## config.mk

```make
export PLATFORM = sky130hd
export DESIGN_NAME = scr_regs
export DESIGN_NICKNAME = d
export VERILOG_FILES = /design/src/rtl/scr_pkg.sv /design/src/rtl/scr_regs.sv /design/src/rtl/scr_resolution.sv
export SDC_FILE = /design/constraint.sdc
export NUM_CORES = 1
export LEC_CHECK = 0
export BUFFER_PORTS_ARGS = -buffer_cell sky130_fd_sc_hd__buf_2
export CAP_MARGIN = 20
export CELL_PAD_IN_SITES_DETAIL_PLACEMENT = 1
export CELL_PAD_IN_SITES_GLOBAL_PLACEMENT = 1
export CORE_UTILIZATION = 35
export DETAILED_ROUTE_END_ITERATION = 10
export PLACE_DENSITY = 0.88
export SKIP_CTS_REPAIR_TIMING = 1
export SLEW_MARGIN = 20
export SYNTH_ARGS = -nofsm -noshare
export SYNTH_HDL_FRONTEND = slang
export SYNTH_SLANG_ARGS = --single-unit
```

## constraint.sdc

```tcl
create_clock -name clk -period 1.42 [get_ports clk]
set_input_delay 0.213 -clock clk [delete_from_list [all_inputs] [get_ports clk]]
set_output_delay 0.213 -clock clk [all_outputs]
set_load 0.01 [all_outputs]
```

## src/rtl/scr_pkg.sv

```systemverilog
/*
 Package for the sensor configuration and identity register bank:
 register pointers, field positions, codes and the internal port struct.
 Assumes a byte-serial front end that delivers pointer and data bytes.
*/
package scr_pkg;
    // Register pointers
    localparam logic [7:0] SCR_PTR_CONFIG        = 8'h02;
    localparam logic [7:0] SCR_PTR_SERIAL_UPPER  = 8'hfb;
    localparam logic [7:0] SCR_PTR_SERIAL_MIDDLE = 8'hfc;
    localparam logic [7:0] SCR_PTR_SERIAL_LOWER  = 8'hfd;
    localparam logic [7:0] SCR_PTR_MAKER         = 8'hfe;
    localparam logic [7:0] SCR_PTR_PART          = 8'hff;

    // Configuration fields
    localparam int SCR_TRES_BIT = 10;
    localparam int SCR_HRES_HI  = 9;
    localparam int SCR_HRES_LO  = 8;
    localparam logic [15:0] SCR_CONFIG_RESET = 16'h0000;
    localparam logic [15:0] SCR_CONFIG_WMASK = 16'h0700;

    // Serial number layout
    localparam int SCR_SERIAL_W   = 41;
    localparam int SCR_UPPER_LO   = 25;
    localparam int SCR_MIDDLE_LO  = 9;
    localparam int SCR_LOWER_PAD  = 7;

    // Resolution codes
    localparam logic [1:0] SCR_HRES_14 = 2'h0;
    localparam logic [1:0] SCR_HRES_11 = 2'h1;
    localparam logic [1:0] SCR_HRES_8  = 2'h2;
    localparam logic [3:0] SCR_BITS_14 = 4'he;
    localparam logic [3:0] SCR_BITS_11 = 4'hb;
    localparam logic [3:0] SCR_BITS_8  = 4'h8;

    typedef enum logic [1:0] {
        SCR_IDLE = 2'b00,
        SCR_HIGH = 2'b01,
        SCR_LOW  = 2'b10
    } scr_wstate_type;

    typedef struct packed {
        logic       valid;
        logic       start;
        logic [7:0] data;
    } scr_byte_type;
endpackage

```

## src/rtl/scr_regs.sv

```systemverilog
/*
 Register bank: configuration resolution fields, serial number, maker
 and part codes. Assumes a bus front end on clk that hands over written
 bytes (start marks the pointer byte) and pulls read bytes on rd_next.
*/
`timescale 1ns/1ps
`default_nettype none
module scr_regs
    import scr_pkg::*;
#(
    parameter logic [SCR_SERIAL_W-1:0] SERIAL = 41'h000_0000_0001,
    parameter logic [15:0] MAKER_CODE = 16'h00a5, // Arbitrary value
    parameter logic [15:0] PART_CODE  = 16'h005a  // Arbitrary value
)(
    input  wire logic         clk,
    input  wire logic         reset,
    input  wire scr_byte_type wr_byte,
    input  wire logic         rd_next,
    output logic        [7:0] rd_data,
    output logic        [7:0] pointer,
    output logic        [3:0] hum_bits,
    output logic        [3:0] temp_bits
);
    // ------------------------------------------------------------
    // State
    // ------------------------------------------------------------
    scr_wstate_type wstate;
    scr_wstate_type next_wstate;
    logic [15:0]    config_word;
    logic [15:0]    next_config_word;
    logic [7:0]     next_pointer;
    logic [7:0]     wr_high;
    logic [7:0]     next_wr_high;
    logic           rd_low;
    logic           next_rd_low;
    logic [7:0]     next_rd_data;
    logic [15:0]    word;

    // ------------------------------------------------------------
    // Read mux
    // ------------------------------------------------------------
    always_comb begin
        case (pointer)
            SCR_PTR_CONFIG:
                word = config_word;
            SCR_PTR_SERIAL_UPPER:
                word = SERIAL[SCR_SERIAL_W-1:SCR_UPPER_LO];
            SCR_PTR_SERIAL_MIDDLE:
                word = SERIAL[SCR_UPPER_LO-1:SCR_MIDDLE_LO];
            SCR_PTR_SERIAL_LOWER:
                word = {SERIAL[SCR_MIDDLE_LO-1:0],
                        {SCR_LOWER_PAD{1'b0}}};
            SCR_PTR_MAKER:
                word = MAKER_CODE;
            SCR_PTR_PART:
                word = PART_CODE;
            default:
                word = 16'h0000;
        endcase
    end

    // ------------------------------------------------------------
    // Byte sequencing
    // ------------------------------------------------------------
    always_comb begin
        next_wstate      = wstate;
        next_config_word = config_word;
        next_pointer     = pointer;
        next_wr_high     = wr_high;
        next_rd_low      = rd_low;
        next_rd_data     = rd_data;
        if (wr_byte.valid) begin
            if (wr_byte.start) begin
                next_pointer = wr_byte.data;
                next_wstate  = SCR_HIGH;
                next_rd_low  = 1'b0;
            end else begin
                case (wstate)
                    SCR_HIGH: begin
                        next_wr_high = wr_byte.data;
                        next_wstate  = SCR_LOW;
                    end
                    SCR_LOW: begin
                        next_wstate = SCR_IDLE;
                        // Only resolution fields writable; ids ignore
                        if (pointer == SCR_PTR_CONFIG) begin
                            next_config_word =
                                {wr_high, wr_byte.data} & SCR_CONFIG_WMASK;
                        end
                    end
                    default: next_wstate = SCR_IDLE;
                endcase
            end
        end else if (rd_next) begin
            next_rd_data = rd_low ? word[7:0] : word[15:8];
            next_rd_low  = ~rd_low;
        end
    end

    always_ff @(posedge clk) begin
        if (reset) begin
            wstate      <= SCR_IDLE;
            config_word <= SCR_CONFIG_RESET;
            pointer     <= 8'h00;
            wr_high     <= 8'h00;
            rd_low      <= 1'b0;
            rd_data     <= 8'h00;
        end else begin
            wstate      <= next_wstate;
            config_word <= next_config_word;
            pointer     <= next_pointer;
            wr_high     <= next_wr_high;
            rd_low      <= next_rd_low;
            rd_data     <= next_rd_data;
        end
    end

    scr_resolution u_res (
        .hres_code (config_word[SCR_HRES_HI:SCR_HRES_LO]),
        .tres_code (config_word[SCR_TRES_BIT]),
        .hum_bits  (hum_bits),
        .temp_bits (temp_bits)
    );

    // ------------------------------------------------------------
    // Checks
    // ------------------------------------------------------------
    chk_hres_eight: assert property (@(posedge clk)
        disable iff (reset)
        config_word[SCR_HRES_HI:SCR_HRES_LO] == SCR_HRES_8
        |-> hum_bits == SCR_BITS_8)
        else $error("humidity 8 bit decode wrong");
    chk_hres_eleven: assert property (@(posedge clk)
        disable iff (reset)
        config_word[SCR_HRES_HI:SCR_HRES_LO] == SCR_HRES_11
        |-> hum_bits == SCR_BITS_11)
        else $error("humidity 11 bit decode wrong");
    chk_hres_fourteen: assert property (@(posedge clk)
        disable iff (reset)
        config_word[SCR_HRES_HI:SCR_HRES_LO] == SCR_HRES_14
        |-> hum_bits == SCR_BITS_14)
        else $error("humidity 14 bit decode wrong");
    chk_tres_eleven: assert property (@(posedge clk)
        disable iff (reset)
        config_word[SCR_TRES_BIT] |-> temp_bits == SCR_BITS_11)
        else $error("temperature 11 bit decode wrong");
    chk_tres_fourteen: assert property (@(posedge clk)
        disable iff (reset)
        !config_word[SCR_TRES_BIT] |-> temp_bits == SCR_BITS_14)
        else $error("temperature 14 bit decode wrong");
    chk_upper_read: assert property (@(posedge clk)
        disable iff (reset)
        rd_next && !wr_byte.valid && !rd_low
        && pointer == SCR_PTR_SERIAL_UPPER
        |=> rd_data == SERIAL[SCR_SERIAL_W-1:SCR_SERIAL_W-8])
        else $error("upper serial byte wrong");
    chk_upper_low: assert property (@(posedge clk)
        disable iff (reset)
        rd_next && !wr_byte.valid && rd_low
        && pointer == SCR_PTR_SERIAL_UPPER
        |=> rd_data == SERIAL[SCR_UPPER_LO+7:SCR_UPPER_LO])
        else $error("upper serial low byte wrong");
    chk_ro_write: assert property (@(posedge clk)
        disable iff (reset)
        wr_byte.valid && !wr_byte.start && wstate == SCR_LOW
        && pointer != SCR_PTR_CONFIG |=> $stable(config_word))
        else $error("write reached a read only register");
    chk_middle_read: assert property (@(posedge clk)
        disable iff (reset)
        rd_next && !wr_byte.valid && rd_low
        && pointer == SCR_PTR_SERIAL_MIDDLE
        |=> rd_data == SERIAL[SCR_MIDDLE_LO+7:SCR_MIDDLE_LO])
        else $error("middle serial low byte wrong");
    chk_middle_high: assert property (@(posedge clk)
        disable iff (reset)
        rd_next && !wr_byte.valid && !rd_low
        && pointer == SCR_PTR_SERIAL_MIDDLE
        |=> rd_data == SERIAL[SCR_UPPER_LO-1:SCR_UPPER_LO-8])
        else $error("middle serial high byte wrong");
    chk_lower_pad: assert property (@(posedge clk)
        disable iff (reset)
        rd_next && !wr_byte.valid && rd_low
        && pointer == SCR_PTR_SERIAL_LOWER
        |=> rd_data == {SERIAL[0], 7'h00})
        else $error("lower serial pad not zero");
    chk_lower_high: assert property (@(posedge clk)
        disable iff (reset)
        rd_next && !wr_byte.valid && !rd_low
        && pointer == SCR_PTR_SERIAL_LOWER
        |=> rd_data == SERIAL[SCR_MIDDLE_LO-1:1])
        else $error("lower serial high byte wrong");
    chk_maker_read: assert property (@(posedge clk)
        disable iff (reset)
        rd_next && !wr_byte.valid && !rd_low && pointer == SCR_PTR_MAKER
        |=> rd_data == MAKER_CODE[15:8])
        else $error("maker code wrong");
    chk_maker_low: assert property (@(posedge clk)
        disable iff (reset)
        rd_next && !wr_byte.valid && rd_low && pointer == SCR_PTR_MAKER
        |=> rd_data == MAKER_CODE[7:0])
        else $error("maker code low byte wrong");
    chk_part_read: assert property (@(posedge clk)
        disable iff (reset)
        rd_next && !wr_byte.valid && rd_low && pointer == SCR_PTR_PART
        |=> rd_data == PART_CODE[7:0])
        else $error("part code wrong");
    chk_part_high: assert property (@(posedge clk)
        disable iff (reset)
        rd_next && !wr_byte.valid && !rd_low && pointer == SCR_PTR_PART
        |=> rd_data == PART_CODE[15:8])
        else $error("part code high byte wrong");
    chk_config_mask: assert property (@(posedge clk)
        disable iff (reset)
        (config_word & ~SCR_CONFIG_WMASK) == 16'h0000)
        else $error("config holds non resolution bits");
    chk_ptr_load: assert property (@(posedge clk)
        disable iff (reset)
        wr_byte.valid && wr_byte.start |=> pointer == $past(wr_byte.data)
        && !rd_low)
        else $error("pointer not loaded");
    chk_rd_hold: assert property (@(posedge clk)
        disable iff (reset)
        !rd_next || wr_byte.valid |=> $stable(rd_data))
        else $error("read byte moved without a fetch");
endmodule
`default_nettype wire

```

## src/rtl/scr_resolution.sv

```systemverilog
/*
 Resolution decoder: turns configuration fields into conversion widths.
 Assumes the fields come from a register on the same clock.
*/
`timescale 1ns/1ps
`default_nettype none
module scr_resolution
    import scr_pkg::*;
(
    input  wire logic [1:0] hres_code,
    input  wire logic       tres_code,
    output logic      [3:0] hum_bits,
    output logic      [3:0] temp_bits
);
    always_comb begin
        case (hres_code)
            SCR_HRES_14: hum_bits = SCR_BITS_14;
            SCR_HRES_11: hum_bits = SCR_BITS_11;
            SCR_HRES_8:  hum_bits = SCR_BITS_8;
            default:     hum_bits = SCR_BITS_14;
        endcase
        temp_bits = tres_code ? SCR_BITS_11 : SCR_BITS_14;
    end
endmodule
`default_nettype wire

```

==> results.ini, run 1 <==
[setup_path]
crit_type=flip-flop to output pin
crit_path_end=hum_bits[2]
crit_start=config_word[8]
cp.required_ns=1.21
max_stage_delay_ns=0.35
r2r_cells=3
crit_cells=3
rrSetupSlack_ns=0.15
reg2reg_to=rd_data[1]
critical_path_buf_inv_count=2
startpoint_type=flip-flop
cp_slowest_cell=dfxtp_2
crit_family=flip-flops
critical_path_arrival_ns=1.15
rr_startpoint=pointer[1]
endpoint_kind=output pin
critPathMaxFanout=3
crit_chain=inv_1 > ha_1 > buf_6

[cts]
cts_buffers=3
cts_tree=yes
clkTransAtPathRegs_ns=0.13
h-tree-depth=1
clock_path_buffers=2
clk_latency_ns=0.32
clockRootBuffer=clkbuf_4
cts.sinks=23

[routing]
dr.pass1.iters=6
drt_iter0_markers=24
wl_per_cell_um=13.68
viasPerCell=5.189
wirelength_mm=2.463
vias=934
ant_nets=0
drc_errors=5

[yosys]
synth_top_cells_by_area=dfxtp_1 43%, nand2_1 7.3%, a21oi_1 6.0%, buf_4 4.2%, mux2i_1 2.8%
ys.flop_type=dfxtp_1
synthCells=120
synth_xor_xnor_area_share=0.01626
synth_compound_area_frac=0.1022
synthAdderAreaFrac=0.02323
synth_largest_area_cell=dfxtp_1
netlist.area_leader.share=0.4274
synth_top_family_by_area=simple AND/OR/NAND/NOR gates
ys_ff_latch=23
synth_cell_types=31
synthSimpleGateAreaFrac=0.3206
synth_seq_area_share=0.4274
synthArstFlopShare=0
synth_edf_count=0
avgSynthCellArea_um2=8.977
ys.warnings.count=0
synth.area.mux_share=0.02787
syn_area_um2=1077

[sta]
skew_ns=0.005394
hold_ws_ns=0.1140
fmax_ghz=0.7358
hold_viol=0
finalMaxSlewViolations=0
fin_tns_setup_ns=0
grt_setup_unrepaired=no
fin_crit_sh=0.9571
setup_viol=0
layout_min_cycle_time_ns=1.359

[final_layout]
multi_input_area_um2=539.3
nFillCells=353
register_area_um2=461.7
final_common_cell=buf_2
areaGrowthSynthToFinish_pct=17.31
final_cell_mix=32 x buf_2, 22 x dfxtp_1, 21 x nand2_1
final_layout_size_suffix_gt1_frac=0.2953
insertedDiodeCount=0
final_nets=165

[floorplan]
die_h_um=57.48
initial_core_util=0.3808
dieArea_um2=3304
io_pins=37
core-area_um2=2829
fp.dieW_um=57.48
placementRows=19

[pwr]
p_per_area_nw_per_um2=878.1
power_leakage_nw=0.5336
irDropWorstVdd_uv=333.8

[place]
portBuffers=33
place.gp.congestion=0.7454
dpl.hpwl_mm=1.926

[status]
outcome=finished with violations
violations=design-rule violations

[grt]
overflow=0
grt_pass1_wl_mm=4.029
grt_start_max_net_pins=21
grt_pass1_vias=897
antenna_found_initial=0
grt_util_all_layers=0.1613

[job]
cap_violations=0

[min_path]
holdCritPathClass=input port to flip-flop

[logic make-up (layout without fill, tap and decap cells)]
group,count (synthesis),in the layout
and+or+nand+nor,54,54
DFF,23,23
AOI/OAI and AO/OA,19,19
buffers and inverters,16,43
muxes,3,3
adders and majority gates,2,2
xor gates and xnor gates,2,2
other,1,3
[worst reg2reg max path: stages, from the launching register on]
cell	delay, ns
dfxtp_1	0.45
nor4b_4	0.35
nand4_2	0.18
o211ai_1	0.21
[metal layers]
metal  GRT usage  vias up  part of all wire
met4     0.09408        0             0.026
li1            -      464                 -
met1      0.1862      434              0.43
met3     0.03175        5             0.056
met2      0.2757       31              0.48
met5           0        -                 0
[sequential cells by signal, indices dropped and copies added, names as in the netlist]
name	count
config_word	3
pointer	8
rd_data	6
rd_low	1
wr_high	3
wstate	2
[per-stage QoR]
step	utilization	cell area, µm²	power (mW)	worst slack (ns)	instances
finish	0.4467	1264	1.110	0.06085	180
global route	0.4467	1264	1.158	0.01272	180
CTS	0.4441	1256	1.125	0.01209	180
detailed placement	0.4348	1230	0.8131	0.1621	176
global placement	0.4348	1230	0.8083	0.2656	176
floorplan	-	1085	0.7727	0.2613	122
[area by class of cell]
class                      count  area share
tap                           31     0.03069
inverter                       5     0.01485
clock buffer                   4     0.02079
timing repair buffer          34      0.1416
sequential                    23      0.3653
multi-input combinational     83      0.4267
[how the worst min path moves through the flow]
stage	depth (start not counted)	from	to
after floorplan	2	wr_byte[2]	pointer[2]
after global placement	2	rd_data[5]	rd_data[5]
after detailed placement	2	rd_data[7]	rd_data[7]
after CTS	3	wr_byte[7]	pointer[7]
after global routing	3	wr_byte[5]	pointer[5]
final	3	wr_byte[3]	pointer[3]
[synthesized netlist by cell type (2+ instances only)]
library cell,number
nor2b_1,4
nand3_1,2
mux2i_1,3
nand2_1,21
dfxtp_1,23
o211ai_1,3
buf_4,6
nand3b_1,3
nor2_1,5
inv_1,5
nand4b_1,2
nand4_1,4
and4bb_2,2
o31ai_1,3
a21oi_1,13
ha_1,2
clkbuf_1,3
buf_2,2
and3_1,2
[power breakdown]
group	switching (mW)	total, mW	internal, mW
logic	0.0671	0.117	0.0498
clock network	0.202	0.312	0.110
registers	0.0198	0.681	0.661
No activity file was read; power rests on OpenSTA's default activity.
==> run 2, diff against run 1 <==
--- a/config.mk
+++ b/config.mk
@@ -5,13 +5,14 @@
 export SDC_FILE = /design/constraint.sdc
 export NUM_CORES = 1
 export LEC_CHECK = 0
-export BUFFER_PORTS_ARGS = -buffer_cell sky130_fd_sc_hd__buf_2
 export CAP_MARGIN = 20
 export CELL_PAD_IN_SITES_DETAIL_PLACEMENT = 1
 export CELL_PAD_IN_SITES_GLOBAL_PLACEMENT = 1
-export CORE_UTILIZATION = 35
+export CORE_UTILIZATION = 44
 export DETAILED_ROUTE_END_ITERATION = 10
-export PLACE_DENSITY = 0.88
+export DONT_BUFFER_PORTS = 1
+export GPL_TIMING_DRIVEN = 0
+export PLACE_DENSITY = 0.87
 export SKIP_CTS_REPAIR_TIMING = 1
 export SLEW_MARGIN = 20
 export SYNTH_ARGS = -nofsm -noshare
==> results.ini, run 2 (synthesis gave the netlist of run 1 again) <==
[setup_path]
crit_start=config_word[8]
rrSetupSlack_ns=0.12
rr_startpoint=pointer[6]
startpoint_type=flip-flop
critPathMaxFanout=3
endpoint_kind=output pin
critical_path_arrival_ns=1.09
reg2reg_to=config_word[8]
r2r_cells=3
cp.required_ns=1.21
crit_type=flip-flop to output pin

[place]
place.gp.congestion=0.7459
portBuffers=0
place_ws_ns=0.09467
dpl.hpwl_mm=1.897
dp.cells=150

[sta]
setup_viol=0
layout_min_cycle_time_ns=1.301
finalMaxSlewViolations=0
hold_viol=0
fin_crit_sh=0.9159
skew_ns=0.004626
finalWorstSetupSlack_ns=0.1194
fmax_ghz=0.7689
hold_ws_ns=0.01650
grt_setup_unrepaired=no
fin_tns_setup_ns=0

[cts]
clockRootBuffer=clkbuf_4
clkTransAtPathRegs_ns=0.13
cts_buffers=3
h-tree-depth=1
cts.sinks=23
cts_tree=yes
clock_path_buffers=2
clk_latency_ns=0.31

[final_layout]
largestRegisters=pointer: 8 flops, rd_data: 6 flops
insertedDiodeCount=0
final_layout_size_suffix_gt1_frac=0.1496
final_cell_mix=23 x dfxtp_1, 21 x nand2_1, 13 x a21oi_1
final_common_cell=dfxtp_1
instances_no_fill=155
nFillCells=285
areaGrowthSynthToFinish_pct=7.201
largest-register=pointer
largest_reg_flops=8
final_nets=143

[grt]
antenna_found_initial=0
overflow=0
grt_util_all_layers=0.2045
grt_pass1_wl_mm=4.002
grt_start_max_net_pins=14
grt_pass1_vias=919

[routing]
drc_errors=0
wirelength_mm=2.435
ant_nets=0
dr.pass1.iters=4
wl_per_cell_um=15.71
vias=868
drt_iter0_markers=5
viasPerCell=5.600

[pwr]
power_leakage_nw=0.4213
p_per_area_nw_per_um2=938.6
p_switching_uw=277.3
p_seq_frac=0.635
pwr-share-clk=0.279
total_power_mw=1.084
comb_power_share=0.086
swShare=0.2559
internal_power_uw=806.6
irDropWorstVdd_uv=807.1

[job]
cap_violations=0

[floorplan]
die_h_um=51.48
placementRows=17
fp.dieW_um=51.48
initial_core_util=0.4778
io_pins=37
core-area_um2=2255
dieArea_um2=2650

[min_path]
holdCritPathClass=input port to flip-flop
hold_end=pointer[6]
hp-start=wr_byte[6]
min_path_cells=2

[status]
outcome=completed

run 2: worst max-delay path: stages (launching register included):
cell	delay, ns
dfxtp_1	0.36
inv_1	0.08
ha_1	0.34
run 2: power by group through the flow:
stage               clock network [mW]  registers [mW]  logic (mW)
finish                           0.302           0.688      0.0937
global route                     0.339           0.691       0.104
CTS                              0.315           0.689      0.0919
detailed placement                   0           0.703      0.0918
global placement                     0           0.701      0.0875
floorplan                            0           0.696      0.0763
run 2: routing by layer:
metal	global-route usage	vias to the layer above	part of all wire
li1	-	423	-
met1	0.2029	409	0.42
met2	0.3788	30	0.49
met3	0.05952	6	0.068
met4	0.1036	0	0.021
met5	0	-	0
run 2: through the flow:
stage	cell area (µm²)	utilization
global route	1155	0.5122
detailed placement	1120	0.4967
CTS	1147	0.5089
finish	1155	0.5122
global placement	1120	0.4967
floorplan	1085	-
run 2: worst max path at each step:
stage	end	slack [ns]
finish	hum_bits[2]	0.12
global route	rd_data[2]	0.04
CTS	rd_data[1]	0.07
detailed placement	config_word[8]	0.09
global placement	config_word[9]	0.15
floorplan	config_word[10]	0.26
run 2: layout make-up:
class                   count  area, µm²  share of cell area
multi-input cells          83      539.3              0.4670
flip-flops and latches     23      460.4              0.3987
plain buffers              11      66.31             0.05742
well taps                  28      35.03             0.03034
clock buffers               3      22.52             0.01950
inverters                   5      18.77             0.01625
repair buffers              1      7.507            0.006501
clock inverters             1      5.005            0.004334
